==> src/pkg/adccs_pkg.sv <==
// Package: register map, field positions and timing for the converter control block
package adccs_pkg;
    localparam logic [15:0] ADCCS_OFF_RESULT_A  = 16'hffe0;
    localparam logic [15:0] ADCCS_OFF_RESULT_B  = 16'hffe2;
    localparam logic [15:0] ADCCS_OFF_RESULT_C  = 16'hffe4;
    localparam logic [15:0] ADCCS_OFF_RESULT_D  = 16'hffe6;
    localparam logic [15:0] ADCCS_OFF_CTRL_STAT = 16'hffe8;
    localparam logic [15:0] ADCCS_OFF_TRIG_CTRL = 16'hffec;
    localparam logic [15:0] ADCCS_OFF_IRQ_STAT  = 16'hfff0;
    localparam logic [15:0] ADCCS_OFF_IRQ_MASK  = 16'hfff4;

    // Control/status and trigger control fields
    localparam int ADCCS_CS_END_FLAG  = 7;
    localparam int ADCCS_CS_BUSY      = 6;
    localparam int ADCCS_CS_SCAN      = 4;
    localparam int ADCCS_CS_START     = 5;
    localparam int ADCCS_CS_CHAN_LSB  = 0;
    localparam int ADCCS_TRIG_ENABLE  = 7;

    localparam logic [7:0] ADCCS_CS_RESET   = 8'h00;
    localparam logic [7:0] ADCCS_TRIG_RESET = 8'h7f;
    localparam logic [7:0] ADCCS_TRIG_ONES  = 8'h7f;

    // Interrupt status bits
    localparam int ADCCS_IRQ_END  = 0;
    localparam int ADCCS_IRQ_TRIG = 1;
    localparam logic [1:0] ADCCS_IRQ_RESET = 2'h0;

    // Conversion time per channel
    localparam int ADCCS_CLK_MHZ     = 25;
    localparam int ADCCS_CONV_NS     = 4000;
    localparam int ADCCS_CONV_CYCLES = (ADCCS_CONV_NS * ADCCS_CLK_MHZ + 999) / 1000;

    typedef enum logic [2:0] {
        ADCCS_IDLE = 3'b001,
        ADCCS_CONV = 3'b010,
        ADCCS_DONE = 3'b100
    } adccs_state_t;
endpackage : adccs_pkg

==> src/logic/adccs_conv.sv <==
// Conversion sequencer: one channel or a scan of a group, fixed time per channel
`timescale 1ns/1ns
`default_nettype none
module adccs_conv
    import adccs_pkg::*;
#(
    parameter int CONV_CYCLES = ADCCS_CONV_CYCLES
) (
    input  wire logic       pclk,
    input  wire logic       presetn,
    input  wire logic       start,
    input  wire logic       scan,
    input  wire logic [1:0] chan,
    input  wire logic [7:0] sample,
    output var  logic       busy,
    output var  logic       wr_en,
    output var  logic [1:0] wr_chan,
    output var  logic [7:0] wr_data,
    output var  logic       done
);
    adccs_state_t state_ff;
    logic [15:0]  cnt_ff;
    logic [1:0]   cur_ff;
    logic [1:0]   last_ff;
    logic         scan_ff;
    logic         ch_end;

    assign ch_end = (cnt_ff == 16'(CONV_CYCLES - 1));
    assign busy   = (state_ff != ADCCS_IDLE);

    always_ff @(posedge pclk or negedge presetn) begin
        if (!presetn) begin
            state_ff <= ADCCS_IDLE;
            cnt_ff   <= 16'h0000;
            cur_ff   <= 2'h0;
            last_ff  <= 2'h0;
            scan_ff  <= 1'b0;
        end else begin
            unique case (state_ff)
                ADCCS_IDLE: begin
                    cnt_ff <= 16'h0000;
                    if (start) begin
                        scan_ff  <= scan;
                        cur_ff   <= scan ? 2'h0 : chan;
                        last_ff  <= chan;
                        state_ff <= ADCCS_CONV;
                    end
                end
                ADCCS_CONV: begin
                    cnt_ff <= ch_end ? 16'h0000 : cnt_ff + 16'h0001;
                    if (ch_end) begin
                        if (scan_ff && cur_ff != last_ff) begin
                            cur_ff <= cur_ff + 2'h1;
                        end else begin
                            state_ff <= ADCCS_DONE;
                        end
                    end
                end
                ADCCS_DONE: begin
                    state_ff <= ADCCS_IDLE;
                end
                default: begin
                    state_ff <= ADCCS_IDLE;
                end
            endcase
        end
    end

    always_ff @(posedge pclk or negedge presetn) begin
        if (!presetn) begin
            wr_en   <= 1'b0;
            wr_chan <= 2'h0;
            wr_data <= 8'h00;
        end else begin
            wr_en   <= (state_ff == ADCCS_CONV) && ch_end;
            wr_chan <= cur_ff;
            wr_data <= sample;
        end
    end

    // single done; scan done after last
    always_ff @(posedge pclk or negedge presetn) begin
        if (!presetn) begin
            done <= 1'b0;
        end else begin
            done <= (state_ff == ADCCS_CONV) && ch_end && !(scan_ff && cur_ff != last_ff);
        end
    end
endmodule : adccs_conv
`default_nettype wire

==> src/logic/adccs_sync.sv <==
// Three-stage input synchroniser with agreement filter
`timescale 1ns/1ns
`default_nettype none
module adccs_sync (
    input  wire logic pclk,
    input  wire logic presetn,
    input  wire logic din,
    output var  logic dout
);
    logic s1_ff;
    logic s2_ff;
    logic s3_ff;

    always_ff @(posedge pclk or negedge presetn) begin
        if (!presetn) begin
            s1_ff <= 1'b0;
            s2_ff <= 1'b0;
            s3_ff <= 1'b0;
        end else begin
            s1_ff <= din;
            s2_ff <= s1_ff;
            s3_ff <= s2_ff;
        end
    end

    // Output moves only once the last two stages agree
    always_ff @(posedge pclk or negedge presetn) begin
        if (!presetn) begin
            dout <= 1'b0;
        end else if (s2_ff == s3_ff) begin
            dout <= s3_ff;
        end
    end
endmodule : adccs_sync
`default_nettype wire

==> src/logic/adccs_top.sv <==
// Converter control and status logic with APB register slave
// Functional notes
// Four result registers A-D at even addresses; address bit 0 ignored.
// End flag clears only on zero write after reading it as one.
// Single mode sets end flag when the selected channel finishes.
// Scan mode sets end flag only after all selected channels convert.
// Writing one to end flag bit 7 is ignored.
// Trigger enable bit 7 resets to 0; when 1, pin or software start.
// Trigger control bits 6..0 read as ones; writes ignored.
// Trigger disabled: pin edges ignored, only software starts conversion.
//
// Chosen here: the APB interface to the registers.
`timescale 1ns/1ns
`default_nettype none
module adccs_top
    import adccs_pkg::*;
#(
    parameter int CONV_CYCLES = ADCCS_CONV_CYCLES
) (
    input  wire logic        pclk,
    input  wire logic        presetn,
    input  wire logic        psel,
    input  wire logic        penable,
    input  wire logic        pwrite,
    input  wire logic [17:0] paddr,
    input  wire logic [31:0] pwdata,
    output var  logic [31:0] prdata,
    output var  logic        pready,
    output var  logic        pslverr,
    input  wire logic        ext_conv_trigger_pin,
    input  wire logic [7:0]  analog_sample,
    output var  logic        conv_irq
);
    logic [7:0] result_ff [4];
    logic [7:0] ctrl_ff;
    logic       conv_end_flag_ff;
    logic       end_flag_seen_ff;
    logic       ext_trigger_enable_ff;
    logic [1:0] irq_stat_ff;
    logic [1:0] irq_mask_ff;
    logic       trig_prev_ff;
    logic       trig_sync;
    logic       trig_rise;
    logic       busy;
    logic       wr_en;
    logic [1:0] wr_chan;
    logic [7:0] wr_data;
    logic       done;
    logic       sw_start;
    logic       hw_start;
    logic       start;
    logic       acc;
    logic       wr;
    logic       rd;
    logic [15:0] a_even;
    logic       hit;
    logic [31:0] nxt_rdata;
    logic        start_scan;
    logic [1:0]  start_chan;

    // Side effects fire once, at the access edge before pready; a second pass
    // at the pready edge would clear status again and lose a fresh event
    assign acc    = psel && penable && !pready;
    assign wr     = acc && pwrite;
    assign rd     = acc && !pwrite;
    // word index from byte address, index bit 0 dropped
    assign a_even = {paddr[17:3], 1'b0};

    adccs_sync u_trig_sync (
        .pclk    (pclk),
        .presetn (presetn),
        .din     (ext_conv_trigger_pin),
        .dout    (trig_sync)
    );

    always_ff @(posedge pclk or negedge presetn) begin
        if (!presetn) begin
            trig_prev_ff <= 1'b0;
        end else begin
            trig_prev_ff <= trig_sync;
        end
    end

    assign trig_rise = trig_sync && !trig_prev_ff;
    assign sw_start  = wr && (a_even == ADCCS_OFF_CTRL_STAT) && pwdata[ADCCS_CS_START];
    // pin start gated by enable
    assign hw_start  = trig_rise && ext_trigger_enable_ff;
    assign start     = (sw_start || hw_start) && !busy;
    // Mode bits written together with the start bit apply to that conversion
    assign start_scan = sw_start ? pwdata[ADCCS_CS_SCAN] : ctrl_ff[ADCCS_CS_SCAN];
    assign start_chan = sw_start ? pwdata[ADCCS_CS_CHAN_LSB +: 2] : ctrl_ff[ADCCS_CS_CHAN_LSB +: 2];

    adccs_conv #(
        .CONV_CYCLES (CONV_CYCLES)
    ) u_conv (
        .pclk    (pclk),
        .presetn (presetn),
        .start   (start),
        .scan    (start_scan),
        .chan    (start_chan),
        .sample  (analog_sample),
        .busy    (busy),
        .wr_en   (wr_en),
        .wr_chan (wr_chan),
        .wr_data (wr_data),
        .done    (done)
    );

    always_ff @(posedge pclk or negedge presetn) begin
        if (!presetn) begin
            for (int i = 0; i < 4; i++) begin
                result_ff[i] <= 8'h00;
            end
        end else if (wr_en) begin
            result_ff[wr_chan] <= wr_data;
        end
    end

    // Mode and channel select; start bit is a pulse, not stored
    always_ff @(posedge pclk or negedge presetn) begin
        if (!presetn) begin
            ctrl_ff <= ADCCS_CS_RESET;
        end else if (wr && a_even == ADCCS_OFF_CTRL_STAT) begin
            ctrl_ff <= {3'h0, pwdata[4:0]};
        end
    end

    // clear needs prior read of one; set wins over clear
    always_ff @(posedge pclk or negedge presetn) begin
        if (!presetn) begin
            conv_end_flag_ff <= 1'b0;
            end_flag_seen_ff <= 1'b0;
        end else begin
            if (rd && a_even == ADCCS_OFF_CTRL_STAT && conv_end_flag_ff) begin
                end_flag_seen_ff <= 1'b1;
            end
            if (done) begin
                conv_end_flag_ff <= 1'b1;
            // a written one never sets the flag
            end else if (wr && a_even == ADCCS_OFF_CTRL_STAT && !pwdata[ADCCS_CS_END_FLAG]
                         && end_flag_seen_ff) begin
                conv_end_flag_ff <= 1'b0;
                end_flag_seen_ff <= 1'b0;
            end
        end
    end

    // trigger enable resets to disabled
    always_ff @(posedge pclk or negedge presetn) begin
        if (!presetn) begin
            ext_trigger_enable_ff <= ADCCS_TRIG_RESET[ADCCS_TRIG_ENABLE];
        end else if (wr && a_even == ADCCS_OFF_TRIG_CTRL) begin
            ext_trigger_enable_ff <= pwdata[ADCCS_TRIG_ENABLE];
        end
    end

    // Sticky events, cleared by reading status; a new event wins
    always_ff @(posedge pclk or negedge presetn) begin
        if (!presetn) begin
            irq_stat_ff <= ADCCS_IRQ_RESET;
        end else begin
            for (int i = 0; i < 2; i++) begin
                if ((i == ADCCS_IRQ_END && done) || (i == ADCCS_IRQ_TRIG && hw_start)) begin
                    irq_stat_ff[i] <= 1'b1;
                end else if (rd && a_even == ADCCS_OFF_IRQ_STAT) begin
                    irq_stat_ff[i] <= 1'b0;
                end
            end
        end
    end

    always_ff @(posedge pclk or negedge presetn) begin
        if (!presetn) begin
            irq_mask_ff <= ADCCS_IRQ_RESET;
        end else if (wr && a_even == ADCCS_OFF_IRQ_MASK) begin
            irq_mask_ff <= pwdata[1:0];
        end
    end

    always_ff @(posedge pclk or negedge presetn) begin
        if (!presetn) begin
            conv_irq <= 1'b0;
        end else begin
            conv_irq <= |(irq_stat_ff & irq_mask_ff);
        end
    end

    always_comb begin
        hit       = 1'b1;
        nxt_rdata = 32'h0000_0000;
        unique case (a_even)
            // result registers
            ADCCS_OFF_RESULT_A:  nxt_rdata = {24'h0, result_ff[0]};
            ADCCS_OFF_RESULT_B:  nxt_rdata = {24'h0, result_ff[1]};
            ADCCS_OFF_RESULT_C:  nxt_rdata = {24'h0, result_ff[2]};
            ADCCS_OFF_RESULT_D:  nxt_rdata = {24'h0, result_ff[3]};
            ADCCS_OFF_CTRL_STAT: nxt_rdata = {24'h0, conv_end_flag_ff, busy, 1'b0, ctrl_ff[4:0]};
            // low bits read as ones
            ADCCS_OFF_TRIG_CTRL: nxt_rdata = {24'h0, ext_trigger_enable_ff, ADCCS_TRIG_ONES[6:0]};
            ADCCS_OFF_IRQ_STAT:  nxt_rdata = {30'h0, irq_stat_ff};
            ADCCS_OFF_IRQ_MASK:  nxt_rdata = {30'h0, irq_mask_ff};
            default:             hit = 1'b0;
        endcase
    end

    // Registered answer: one wait state, so prdata comes from a flip-flop
    always_ff @(posedge pclk or negedge presetn) begin
        if (!presetn) begin
            pready  <= 1'b0;
            prdata  <= 32'h0000_0000;
            pslverr <= 1'b0;
        end else begin
            pready  <= acc;
            prdata  <= (psel && !pwrite) ? nxt_rdata : 32'h0000_0000;
            pslverr <= acc && !hit;
        end
    end
endmodule : adccs_top
`default_nettype wire

==> config.mk <==
export PLATFORM = sky130hd
export DESIGN_NAME = adccs_top
export DESIGN_NICKNAME = d
export VERILOG_FILES = /design/src/pkg/adccs_pkg.sv /design/src/logic/adccs_conv.sv /design/src/logic/adccs_sync.sv /design/src/logic/adccs_top.sv
export SDC_FILE = /design/constraint.sdc
export NUM_CORES = 1
export LEC_CHECK = 0
export BUFFER_PORTS_ARGS = -buffer_cell sky130_fd_sc_hd__buf_2
export CAP_MARGIN = 20
export CORE_MARGIN = 8
export CORE_UTILIZATION = 25
export CTS_CLUSTER_SIZE = 8
export DETAILED_ROUTE_END_ITERATION = 8
export SYNTH_ARGS = -nofsm -noshare
export SYNTH_HDL_FRONTEND = slang
export SYNTH_SLANG_ARGS = --single-unit
==> constraint.sdc <==
create_clock -name pclk -period 2.45 [get_ports pclk]
set_input_delay 0.49 -clock pclk [delete_from_list [all_inputs] [get_ports pclk]]
set_output_delay 0.49 -clock pclk [all_outputs]
set_load 0.01 [all_outputs]
Word level (Yosys, flattened, before mapping)
Cells that the tools add are included.
{"block": "op_classes", "addsub": 2, "order_cmp": 2, "n_eq_ne": 18, "muxes": 27, "bitwise": 2, "reduce_logical": 39}
{"operator": "$eq A15 B15 Y1 const B", "n": 8}
{"operator": "$pmux W8 S8", "n": 1}
{"operator": "$bwmux W32", "n": 1}
{"operator": "$mux W32", "n": 1}
{"operator": "$pmux W16 S2", "n": 1}
{"operator": "$logic_and A1 B1 Y1", "n": 22}
{"operator": "$add A16 B1 Y16 const B", "n": 1}
{"operator": "$demux W8 S2", "n": 1}
{"operator": "$eq A16 B7 Y1 const B", "n": 1}
{"operator": "$mux W16", "n": 1}
{"operator": "$mux W1", "n": 10}
{"operator": "$mux W2", "n": 5}
{"operator": "$mux W3", "n": 3}
{"operator": "$mux W8", "n": 1}
{"operator": "$reduce_bool A2 Y1", "n": 4}
{"operator": "$reduce_or A8 Y1", "n": 1}
{"operator": "$logic_not A1 Y1", "n": 7}
{"operator": "$pmux W3 S2", "n": 1}
{"operator": "$ne A2 B1 Y1 const B", "n": 2}
{"operator": "$ne A2 B2 Y1 const B", "n": 2}
{"operator": "$pmux W2 S2", "n": 1}
{"operator": "$reduce_and A4 Y1", "n": 1}
{"operator": "$eq A3 B1 Y1 const B", "n": 1}
{"operator": "$eq A3 B2 Y1 const B", "n": 1}
{"operator": "other kinds (12)", "n": 12}
{"block": "word_totals", "regBits": 120, "input_bits": 64, "output_inout_bits": 35, "word_cells": 119}

Longest topological paths before layout
Gate-level depths: netlist (run 1).
{"block": "depth", "word_depth": 9, "ltp_mapped": 8, "ltp_nobuf": 6}

Hierarchy
A second synthesis (run 1) with hierarchy kept.
{"block": "unflattened", "hier_cells": 374, "area_unflattened_um2": 4608.2}
{"module": "adccs_top", "n_inst": 1, "cells_per_inst": 210, "area_per_inst_um2": 2782.7, "seq_area_each_um2": 1401.3}
{"module": "adccs_conv", "n_inst": 1, "cells_per_inst": 159, "area_per_inst_um2": 1714.1, "seq_area_each_um2": 902.1}
{"module": "adccs_sync", "n_inst": 1, "cells_per_inst": 5, "area_per_inst_um2": 111.4, "seq_area_each_um2": 100.1}

Worst setup path before layout (run 1)
OpenSTA, ideal clock, no wires.
{"block": "synth_timing", "kind": "input to register", "startpoint": "in paddr[6]", "endpoint": "reg u_conv.cur_ff[1]", "setup_time_ps": 101, "t_arrival_ps": 2110, "t_required_ps": 2349, "setup_slack_ps": 240, "cell_stages": 6, "n_path_buf": 1, "path_cell_list": "buf_6 > or4b_4 > or4_4 > o21ai_4 > a41oi_1 > o32ai_1"}
{"block": "synth_via", "elab_chain_len": 7, "elab_cells_between_ends": 12, "cone_classes": "eq/ne (2); mux (5); reduce/logical (5)"}
{"item": "start: declaration", "line_no": "adccs_top.sv:25", "source": "input wire logic [17:0] paddr,"}
{"item": "$eq A15 B15 Y1 *", "line_no": "adccs_top.sv:85", "source": "assign sw_start = wr && (a_even == ADCCS_OFF_CTRL_STAT) && pwdata[ADCCS_CS_START];"}
{"item": "$logic_and A1 B1 Y1 * (2 in a row)", "line_no": "adccs_top.sv:85"}
{"item": "$mux W2 (tied with other cells)", "line_no": "adccs_top.sv:91", "source": "assign start_chan = sw_start ? pwdata[ADCCS_CS_CHAN_LSB +: 2] : ctrl_ff[ADCCS_CS_CHAN_LSB +: 2];"}
{"item": "$mux W2 / $logic_and A1 B1 Y1 (equally long branches)", "line_no": "adccs_conv.sv:44, adccs_top.sv:88"}
{"item": "$mux W2 / $ne A2 B2 Y1 (equally long branches)"}
{"item": "$pmux W2 S2 / $reduce_and A4 Y1 (equally long branches)"}
{"item": "end signal: assignment", "line_no": "adccs_conv.sv:44", "source": "cur_ff <= scan ? 2'h0 : chan;"}
{"item": "end signal: assignment", "line_no": "adccs_conv.sv:53", "source": "cur_ff <= cur_ff + 2'h1;"}
{"item": "end: declaration", "line_no": "adccs_conv.sv:23", "source": "logic [1:0] cur_ff;"}
Mark *: on every way between the ends. The rest lies on a longest branch, timed or not. The select of a mux whose other input is x is not followed.
A chain may end at the register's enable or synchronous reset.

Final worst setup path (run 1)
{"block": "layout_timing", "startpoint": "reg u_conv.cnt_ff[0]", "endpoint": "reg u_conv.cnt_ff[7]"}
{"block": "layout_via", "elab_chain_len": 3, "elab_cells_between_ends": 4, "cone_classes": "add/sub (1); eq/ne (1); mux (2)"}
{"item": "start: declaration", "line_no": "adccs_conv.sv:22", "source": "logic [15:0] cnt_ff;"}
{"item": "start signal: assignment", "line_no": "adccs_conv.sv:50", "source": "cnt_ff <= ch_end ? 16'h0000 : cnt_ff + 16'h0001;"}
{"item": "$add A16 B1 Y16 / $eq A16 B7 Y1 (equally long branches)", "line_no": "adccs_conv.sv:50, adccs_conv.sv:28"}
{"item": "$mux W16 *", "line_no": "adccs_conv.sv:50"}
{"item": "$pmux W16 S2 *", "line_no": "adccs_conv.sv:39", "source": "unique case (state_ff)"}
Mark *: on every way between the ends. The rest lies on a longest branch, timed or not.

==> qor.yml, run 1 <==
sta:
  min_period_ps: 2010
  max_freq_mhz: 499
  finalWorstSetupSlack_ps: 444
  hold_viol_final: 0
  slew_headroom: 0.664
  slew_violations: 0
  grt_setup_unrepaired: "no"
  finalSetupTns_ps: 0
  final-setup-viol-count: 0
  tightestPinTransition_ps: 503
  fin_skew_ps: 9.25
  period_share: 0.819
cts:
  postCtsHoldBufs: 0
  path_clk_slew_ps: 70
  cts_inserted_buffers: 9
  h-tree-depth: 3
  clkLatencyLatePin_ps: 340
  cts_setup_buffers: 0
  cts.path.max_buffers: 2
  cts.sinks: 96
  cts_tree: "done"
  cts-root-buf: "clkbuf_16"
  ctsResizeCount: 0
floorplan:
  die_h_um: 150
  rows: 49
  die_area_um2: 22500
  start_util: 0.252
  die_w_um: 150
  core_um2: 17800
  floorplan.io_pins: 99
placed_design:
  port-buffer-count: 46
  dp_hpwl_um: 7400
  place_ws_ps: 96.5
  place.gp.congestion: 0.776
drt:
  drt_wl_total_um: 9800
  drtIter0Drc: 245
  drc: 0
  postRouteAntennaNets: 0
  dr.pass1.iters: 5
  vias_per_cell: 4.62
  num_vias: 3106
  wire_per_inst_um: 14.6
yosys:
  synth_edf_count: 0
  syn_area_per_cell_um2: 11.8
  synth.distinct_cells: 58
  synthCells: 379
  synth-seq-cells: 96
  async_flop_share: 1.00
  syn-cell-area_um2: 4490
  yosysTopAreaCell: "dfrtp_1"
  ys_seq_area_frac: 0.536
  netlist.area_leader.share: 0.530
  ys.flop_type: "dfrtp_1"
  yosys_warnings: 0
  ys_top_cells_by_area: "dfrtp_1 (53%), mux2_2 (11%), buf_4 (4.0%)"
global_route:
  first_global_vias: 3181
  grt_usage: 0.0893
  grt-ovfl-total: 0
  antenna_found_initial: 0
  grt_max_degree: 38
  grt_pass1_wl_um: 16000
worst_setup_path:
  cp_common_cell: "a21o_1"
  path_cells: "ha_1, nor4b_1, and4_1, nor2_1, buf_4, a21o_1, a21o_1"
  crit_required_ps: 2680
  worst_setup_path_end_kind: "flip-flop"
  crit_slowest_cell: "dfrtp_1"
  worst-setup-path-type: "reg -> reg"
  cp_max_fo: 7
  slowest_delay_ps: 410
  start_kind: "flip-flop"
  critPathArrivalTime_ps: 2230
finish:
  nets: 504
  area_delta_synth_final_pct: 17.8
  drive_above_1_share: 0.304
  antenna-diode-count: 0
power:
  ir_worst_vdd_mv: 0.275
  leakage_nw: 2.51
  power_density_nw_per_um2: 590
worst_hold_path:
  hp-class: "in -> async"
status:
  status: "complete, no violations"
job:
  max_cap_violations: 0
==> metrics by stage <==
step | instance area (µm²) | utilization | total power, mW | hold slack, ps | cells
final | 5290 | 0.297 | 3.12 | 98.0 | 673
after global routing | 5290 | 0.297 | 3.25 | 133 | 673
after CTS | 5290 | 0.297 | 3.17 | 111 | 673
after detailed placement | 4990 | 0.281 | 1.77 | 336 | 657
after global placement | 4990 | 0.281 | 1.77 | 336 | 657
after floorplan | 4570 | - | 1.72 | 194 | 402
==> path summary, 6_finish.rpt <==
kind,slack [ps],end,startpoint,cells past startpoint
max,440,u_conv.cnt_ff[7],u_conv.cnt_ff[0],7
min,100,result_ff[29],presetn,1
max reg2reg,440,u_conv.cnt_ff[7],u_conv.cnt_ff[0],7
min reg2reg,350,u_trig_sync.s2_ff,u_trig_sync.s1_ff,0
max in group asynchronous,1650,u_trig_sync.s3_ff,presetn,2
min in group pclk,240,u_conv.wr_data[2],analog_sample[2],1
==> synth_stat cells (all sizes together), types with 2 or more instances <==
| cell type | instances |
|---|---|
| clkbuf | 8 |
| a221oi | 7 |
| a2bb2oi | 3 |
| a21o | 6 |
| nor4 | 4 |
| nor2 | 26 |
| nand3b | 2 |
| and3 | 5 |
| nand2b | 5 |
| nand4b | 5 |
| a21oi | 9 |
| nor3 | 9 |
| or2 | 2 |
| o22ai | 5 |
| o31ai | 3 |
| o21ai | 18 |
| nor3b | 2 |
| nand2 | 25 |
| nand4 | 4 |
| and2 | 2 |
| a22o | 4 |
| dfrtp | 95 |
| and4 | 2 |
| mux2i | 3 |
| a211oi | 3 |
| buf | 28 |
| xor2 | 3 |
| nand3 | 9 |
| mux2 | 42 |
| inv | 7 |
| or4 | 2 |
| mux4 | 8 |
| a41oi | 3 |
| or4b | 2 |
==> flip-flops by register name, indices dropped and copies added (netlist names), 2 cells and up <==
signal,flops
ctrl_ff,5
irq_mask_ff,2
u_conv.last_ff,2
u_conv.wr_chan,2
prdata,8
result_ff,32
irq_stat_ff,2
u_conv.state_ff,3
u_conv.cnt_ff,16
u_conv.wr_data,8
u_conv.cur_ff,2
==> layout by cell type, fill, tap and decap left out, drive strengths merged, types with 5 or more instances in the layout <==
cell / synthesis / layout
dfrtp: 95 / 95
buf: 28 / 62
mux2: 42 / 42
nor2: 26 / 26
nand2: 25 / 25
conb: 1 / 24
o21ai: 18 / 18
inv: 7 / 11
nand3: 9 / 9
a21oi: 9 / 9
nor3: 9 / 9
clkbuf: 8 / 9
mux4: 8 / 8
a221oi: 7 / 7
a21o: 6 / 6
nand2b: 5 / 5
and3: 5 / 5
nand4b: 5 / 5
o22ai: 5 / 5
==> metal layers <==
layer / GRT usage / vias up / wire, µm
li1: - / 1472 / -
met1: 0.108 / 1543 / 4210
met2: 0.153 / 79 / 4980
met3: 0.0184 / 12 / 461
met4: 0.0345 / 0 / 142
met5: 0 / - / 0
==> kinds of logic (layout without fill, tap and decap cells) <==
logic type	count (synthesis)	in the layout	synth area share
AOI/OAI and AO/OA	67	67	0.104
muxes	53	53	0.152
DFF	96	96	0.536
buffers and inverters	43	85	0.0580
xor gates and xnor gates	4	4	0.00781
adders and majority gates	2	2	0.00502
and+or+nand+nor	113	113	0.136
other	1	24	0.000836
==> power breakdown <==
group / switching (mW) / internal [mW]
logic: 0.0855 / 0.0436
clock network: 0.660 / 0.719
registers: 0.0126 / 1.60
==> area by class of cell <==
| type | count | area, µm² |
|---|---|---|
| clock inverters | 7 | 71.3 |
| repair buffers | 62 | 365 |
| inverters | 7 | 26.3 |
| clock buffers | 9 | 225 |
| well taps | 229 | 287 |
| multi-input cells | 263 | 1910 |
| fillers | 1819 | 12500 |
| flip-flops and latches | 96 | 2400 |
==> critical path, delay by kind of cell, from the launching register on <==
family,cells,cell delay (ps)
AO/OA/AOI/OAI,2,310
AND/OR/NAND/NOR,3,750
flip-flops,1,410
buffers and inverters,1,200
adder cells (fa/ha/maj),1,210
No activity file was read; power rests on OpenSTA's default activity.
==> inputs of run 2 (changes only) <==
- clock period: 2.45 -> 1.7 ns (I/O delays scaled with it)
==> run 2 against run 1 <==
The flow now finishes with violations (negative setup slack). Clock-buffer cell count rose by 1. First-iteration DRC count fell by 9.8%. Critical path depth fell by 1. Largest power group unchanged. Highest routed layer unchanged.
==> qor.yml, run 2 (synthesis gave the netlist of run 1 again) <==
sta:
  finalWorstSetupSlack_ps: -47.3  # was 444 ps
  min_period_ps: 1750
  slew_violations: 0  # unchanged
  max_freq_mhz: 572
  hold_viol_final: 0  # unchanged
  final-setup-viol-count: 4  # was 0
  finalSetupTns_ps: -128  # was 0 ps
  fin_skew_ps: 7.54  # was 9.25 ps
  period_share: 1.03
  whs_ps: 91.5  # was 98.0 ps
  grt_setup_unrepaired: "yes"  # was no
finish:
  layout_common_cells: "dfrtp_1 (95), buf_4 (52), buf_2 (45)"  # was dfrtp_1 (95), buf_2 (45), mux2_2 (42)
  stdcell_area_um2: 5740  # was 5290 µm²
  largest_reg_flops: 32  # unchanged
  antenna-diode-count: 0  # unchanged
  layout_commonest_cell: "dfrtp_1"  # unchanged
  area_delta_synth_final_pct: 27.9  # was 17.8%
  nets: 545  # was 504
  top_register: "result_ff"  # unchanged
  drive_above_1_share: 0.396  # was 0.304
  top_regs: "result_ff x32, u_conv.cnt_ff x16"  # unchanged
  instances_no_fill: 714  # was 673
global_route:
  grt_max_degree: 39  # was 38
  antenna_found_initial: 0  # unchanged
  first_global_vias: 3451  # was 3181
  grt_usage: 0.0998  # was 0.0893
  grt-ovfl-total: 0  # unchanged
  grt_pass1_wl_um: 17800  # was 16000 µm
drt:
  drc: 0  # unchanged
  dr.pass1.iters: 4  # was 5
  postRouteAntennaNets: 0  # unchanged
  wire_per_inst_um: 15.4  # was 14.6 µm
  vias_per_cell: 4.62  # about the same
  drtIter0Drc: 221  # was 245
  num_vias: 3299  # was 3106
  drt_wl_total_um: 11000  # was 9800 µm
power:
  power_density_nw_per_um2: 794  # was 590 nW/µm²
  leakage_nw: 2.75  # was 2.51 nW
  p_total_mw: 4.56  # was 3.12 mW
  ir_worst_vdd_mv: 0.427  # was 0.275 mV
floorplan:
  floorplan.io_pins: 99  # unchanged
  die_area_um2: 22500  # unchanged
  die_h_um: 150  # unchanged
  start_util: 0.252  # unchanged
  core_um2: 17800  # unchanged
  rows: 49  # unchanged
  die_w_um: 150  # unchanged
worst_setup_path:
  crit_required_ps: 1950  # was 2680 ps
  worst-setup-path-type: "in -> reg"  # was reg -> reg
  cp_max_fo: 5  # was 7
  slowest_delay_ps: 540  # was 410 ps
  start_kind: "input port"  # was flip-flop
  critPathArrivalTime_ps: 2000  # was 2230 ps
  worst_setup_path_end_kind: "flip-flop"  # unchanged
  path_cells: "buf_2, or4b_4, or4_4, o21ai_4, a41oi_1, o32ai_1"  # was ha_1, nor4b_1, and4_1, nor2_1, buf_4, a21o_1, a21o_1
  crit_slowest_cell: "or4b_4"  # was dfrtp_1
cts:
  cts_inserted_buffers: 9  # unchanged
  clkLatencyLatePin_ps: 350  # was 340 ps
  cts.sinks: 96  # unchanged
  cts-root-buf: "clkbuf_16"  # unchanged
  cts_tree: "done"  # unchanged
  path_clk_slew_ps: 70  # about the same
  cts.path.max_buffers: 2  # unchanged
  h-tree-depth: 3  # unchanged
status:
  violations: "negative setup slack"
  status: "complete, but fails checks"  # was complete, no violations
placed_design:
  placed_area_um2: 5280  # was 4990 µm²
  place.gp.congestion: 0.847  # was 0.776
  port-buffer-count: 46  # unchanged
  dp.cells: 693  # was 657
  dp_hpwl_um: 7920  # was 7400 µm
job:
  max_cap_violations: 0  # unchanged
worst_hold_path:
  hp-class: "in -> reg"  # was in -> async
-- run 2: repair_timing --
item | CTS | global route
pin swaps | 2 | 9
cloned | 1 | 0
hold buffers | 1 | 0
buffers inserted | 0 | 3
setup endpoints to repair | 14 | 18
endpoints found under the hold margin | 25 | 0
resized for setup | 6 | 25
-- run 2: layer usage --
metal	GRT usage	vias up	part of all wire
li1	-	1548	-
met1	0.124	1678	0.45
met2	0.167	64	0.50
met3	0.0212	9	0.036
met4	0.0375	0	0.011
met5	0	-	0
-- run 2: where the power goes --
group	internal [mW]	leakage [nW]	total (mW)	switching, mW
Clock	1.07	0.145	2.03	0.961
Sequential	2.30	1.31	2.32	0.0178
Combinational	0.0719	1.30	0.201	0.129
Total	3.45	2.75	4.56	1.11
-- run 2: worst paths after layout --
check | from | end | slack (ps) | cells past startpoint
max | paddr[3] | u_conv.cur_ff[1] | -50 | 6
min | analog_sample[7] | u_conv.wr_data[7] | 90 | 1
max in group asynchronous | presetn | u_conv.state_ff[0] | 640 | 3
min reg2reg | u_trig_sync.s1_ff | u_trig_sync.s2_ff | 350 | 0
max reg2reg | u_conv.cnt_ff[9] | u_conv.cur_ff[1] | -10 | 6
min in group asynchronous | presetn | result_ff[18] | 450 | 2
-- run 2: worst max-delay path, delay by kind of cell --
family,cells,cell delay [ps]
and+or+nand+nor,2,1030
AOI/OAI and AO/OA,3,540
buffers and inverters,1,100
-- run 2: area by class of cell --
type	count	area, µm²
Sequential cell	96	2400
Tap cell	229	287
Inverter	7	26.3
Multi-Input combinational cell	264	2040
Fill cell	1795	12000
Timing Repair Buffer	102	683
Clock buffer	10	239
Clock inverter	6	58.8
-- run 2: stage by stage --
stage          worst slack, ps  utilization
2_1_floorplan             -283            -
3_3_place_gp              -397        0.297
3_5_place_dp              -458        0.297
4_1_cts                  -37.6        0.316
5_1_grt                  -97.8        0.323
6_report                 -47.3        0.323
==> inputs of run 3 (changes only) <==
- CORE_ASPECT_RATIO: default -> 2
- RECOVER_POWER: default -> 100
- SLEW_MARGIN: default -> 30
==> run 3 against run 2 <==
The run still ends with negative setup slack left. Flip-flop and latch count unchanged. Die area up 1.2%. Setup slack got worse by 73 ps. Total power is 2.8% lower. First-iteration DRC count is 38% lower. Maximum frequency down 4.0%. Worst hold slack better by 4.2 ps. Sequential power about the same. Core utilization increased by 0.27 points. Clock-buffer cell count fell by 1. Clock power down 6%.
==> qor.yml, run 3 (synthesis gave the netlist of run 1 again) <==
floorplan:
  die_w_um: 111  # was 150 µm
  start_util: 0.254  # was 0.252
  die_h_um: 205  # was 150 µm
  rows: 69  # was 49
  die_area_um2: 22800  # was 22500 µm²
  core_um2: 17700  # was 17800 µm²
  floorplan.io_pins: 99  # unchanged
cts:
  cts.path.max_buffers: 2  # unchanged
  cts-root-buf: "clkbuf_16"  # unchanged
  h-tree-depth: 3  # unchanged
  cts_inserted_buffers: 9  # unchanged
  cts.sinks: 96  # unchanged
  path_clk_slew_ps: 70  # about the same
  cts_tree: "done"  # unchanged
  clkLatencyLatePin_ps: 340  # was 350 ps
finish:
  top_regs: "result_ff x32, u_conv.cnt_ff x16"  # unchanged
  seq_area_um2: 2400  # unchanged
  nets: 555  # was 545
  layout_commonest_cell: "dfrtp_1"  # unchanged
  largest_reg_flops: 32  # unchanged
  area_delta_synth_final_pct: 28.4  # was 27.9%
  antenna-diode-count: 0  # unchanged
  fill_cells: 1757  # was 1795
  layout_common_cells: "dfrtp_1 (95), buf_4 (48), mux2_2 (41)"  # was dfrtp_1 (95), buf_4 (52), buf_2 (45)
  multi_input_area_um2: 2040  # about the same
  final_util: 0.326  # was 0.323
  instances_no_fill: 708  # was 714
  drive_above_1_share: 0.376  # was 0.396
  top_register: "result_ff"  # unchanged
drt:
  drt_wl_total_um: 12000  # was 11000 µm
  drc: 0  # unchanged
  num_vias: 3409  # was 3299
  wire_per_inst_um: 17.0  # was 15.4 µm
  postRouteAntennaNets: 0  # unchanged
  vias_per_cell: 4.81  # was 4.62
  drtIter0Drc: 136  # was 221
  dr.pass1.iters: 5  # was 4
global_route:
  grt-ovfl-total: 0  # unchanged
  grt_usage: 0.104  # was 0.0998
  grt_pass1_wl_um: 18900  # was 17800 µm
  antenna_found_initial: 0  # unchanged
  first_global_vias: 3720  # was 3451
  grt_max_degree: 35  # was 39
power:
  p_total_mw: 4.43  # was 4.56 mW
  power_density_nw_per_um2: 769  # was 794 nW/µm²
  ir_worst_vdd_mv: 0.637  # was 0.427 mV
  leakage_nw: 2.73  # was 2.75 nW
sta:
  fin_skew_ps: 8.83  # was 7.54 ps
  hold_viol_final: 0  # unchanged
  grt_setup_unrepaired: "yes"  # unchanged
  whs_ps: 95.7  # was 91.5 ps
  slew_headroom: 0.280
  min_period_ps: 1820  # was 1750 ps
  finalWorstSetupSlack_ps: -120  # was -47.3 ps
  tightestPinTransition_ps: 1080
  final-setup-viol-count: 11  # was 4
  slew_violations: 0  # unchanged
  max_freq_mhz: 549  # was 572 MHz
  period_share: 1.07  # was 1.03
  finalSetupTns_ps: -483  # was -128 ps
status:
  violations: "negative setup slack"  # unchanged
  status: "complete, but fails checks"  # unchanged
worst_setup_path:
  cp_top_family: "simple AND/OR/NAND/NOR gates"  # unchanged
  start_kind: "input port"  # unchanged
  crit_slowest_cell: "or4b_4"  # unchanged
  critPathArrivalTime_ps: 2060  # was 2000 ps
  cp_max_fo: 5  # unchanged
  worst_setup_path_end_kind: "flip-flop"  # unchanged
  crit_buf_inv: 1  # unchanged
  crit_required_ps: 1940  # was 1950 ps
  slowest_delay_ps: 530  # was 540 ps
  path_cells: "buf_2, or4b_4, or4_4, o21ai_4, a41oi_1, o32ai_1"  # unchanged
  worst-setup-path-type: "in -> reg"  # unchanged
worst_hold_path:
  hp-class: "in -> reg"  # unchanged
job:
  max_cap_violations: 0  # unchanged
placed_design:
  dp_hpwl_um: 9170  # was 7920 µm
  port-buffer-count: 46  # unchanged
  dp.cells: 679  # was 693
  place.gp.congestion: 0.877  # was 0.847
run 3: cell types whose count changed in the layout (fill, tap and decap cells not counted), moves of 3 or more:
cell	previous run	this run
clkbuf_1	0	16
buf_2	45	34
buf_6	2	8
clkinv_4	1	4
buf_4	52	48
inv_8	3	0
run 3: worst register-to-register path: cells and delay by family, from the launching register on:
| kind | cells | cell delay (ps) |
|---|---|---|
| flops | 1 | 410 |
| buf+inv | 1 | 130 |
| compound gates | 2 | 270 |
| simple gates | 3 | 850 |
run 3: per-layer routing:
layer  GRT usage  vias to the layer above  wire length, µm
li1            -                     1573                -
met1      0.0940                     1706             4160
met2       0.205                      108             7050
met3      0.0248                       22              486
met4      0.0554                        0              322
met5           0                        -                0
run 3: metrics by stage:
step | cell area, µm² | setup slack (ps)
detailed placement | 5290 | -482
CTS | 5670 | -109
floorplan | 4600 | -283
global placement | 5290 | -434
global route | 5760 | -185
finish | 5760 | -120
run 3: worst paths after layout:
path | start | end | cells after the start | slack [ps]
max in group asynchronous | presetn | u_conv.state_ff[0] | 3 | 120
max | paddr[3] | u_conv.cur_ff[1] | 6 | -120
min in group asynchronous | presetn | result_ff[29] | 2 | 740
min | analog_sample[0] | u_conv.wr_data[0] | 1 | 100
max reg2reg | u_conv.cnt_ff[2] | u_conv.cnt_ff[6] | 6 | -70
min reg2reg | u_trig_sync.s1_ff | u_trig_sync.s2_ff | 0 | 350
run 3: layout make-up:
cell class | instances | share of cell area
inverter | 7 | 0.00456
clock inverter | 7 | 0.00977
multi-input combinational | 264 | 0.354
sequential | 96 | 0.417
timing repair buffer | 112 | 0.129
clock buffer | 9 | 0.0391
tap | 213 | 0.0463
run 3: power breakdown:
part | internal, mW | switching, mW
registers | 2.31 | 0.0178
logic | 0.0716 | 0.132
clock network | 1.00 | 0.898
run 3: timing repair:
item | CTS | global route
hold buffers | 1 | 0
endpoints found under the hold margin | 15 | 0
buffers inserted | 4 | 7
cloned | 1 | 0
setup endpoints to repair | 22 | 24
resized for setup | 11 | 30
pin swaps | 4 | 13
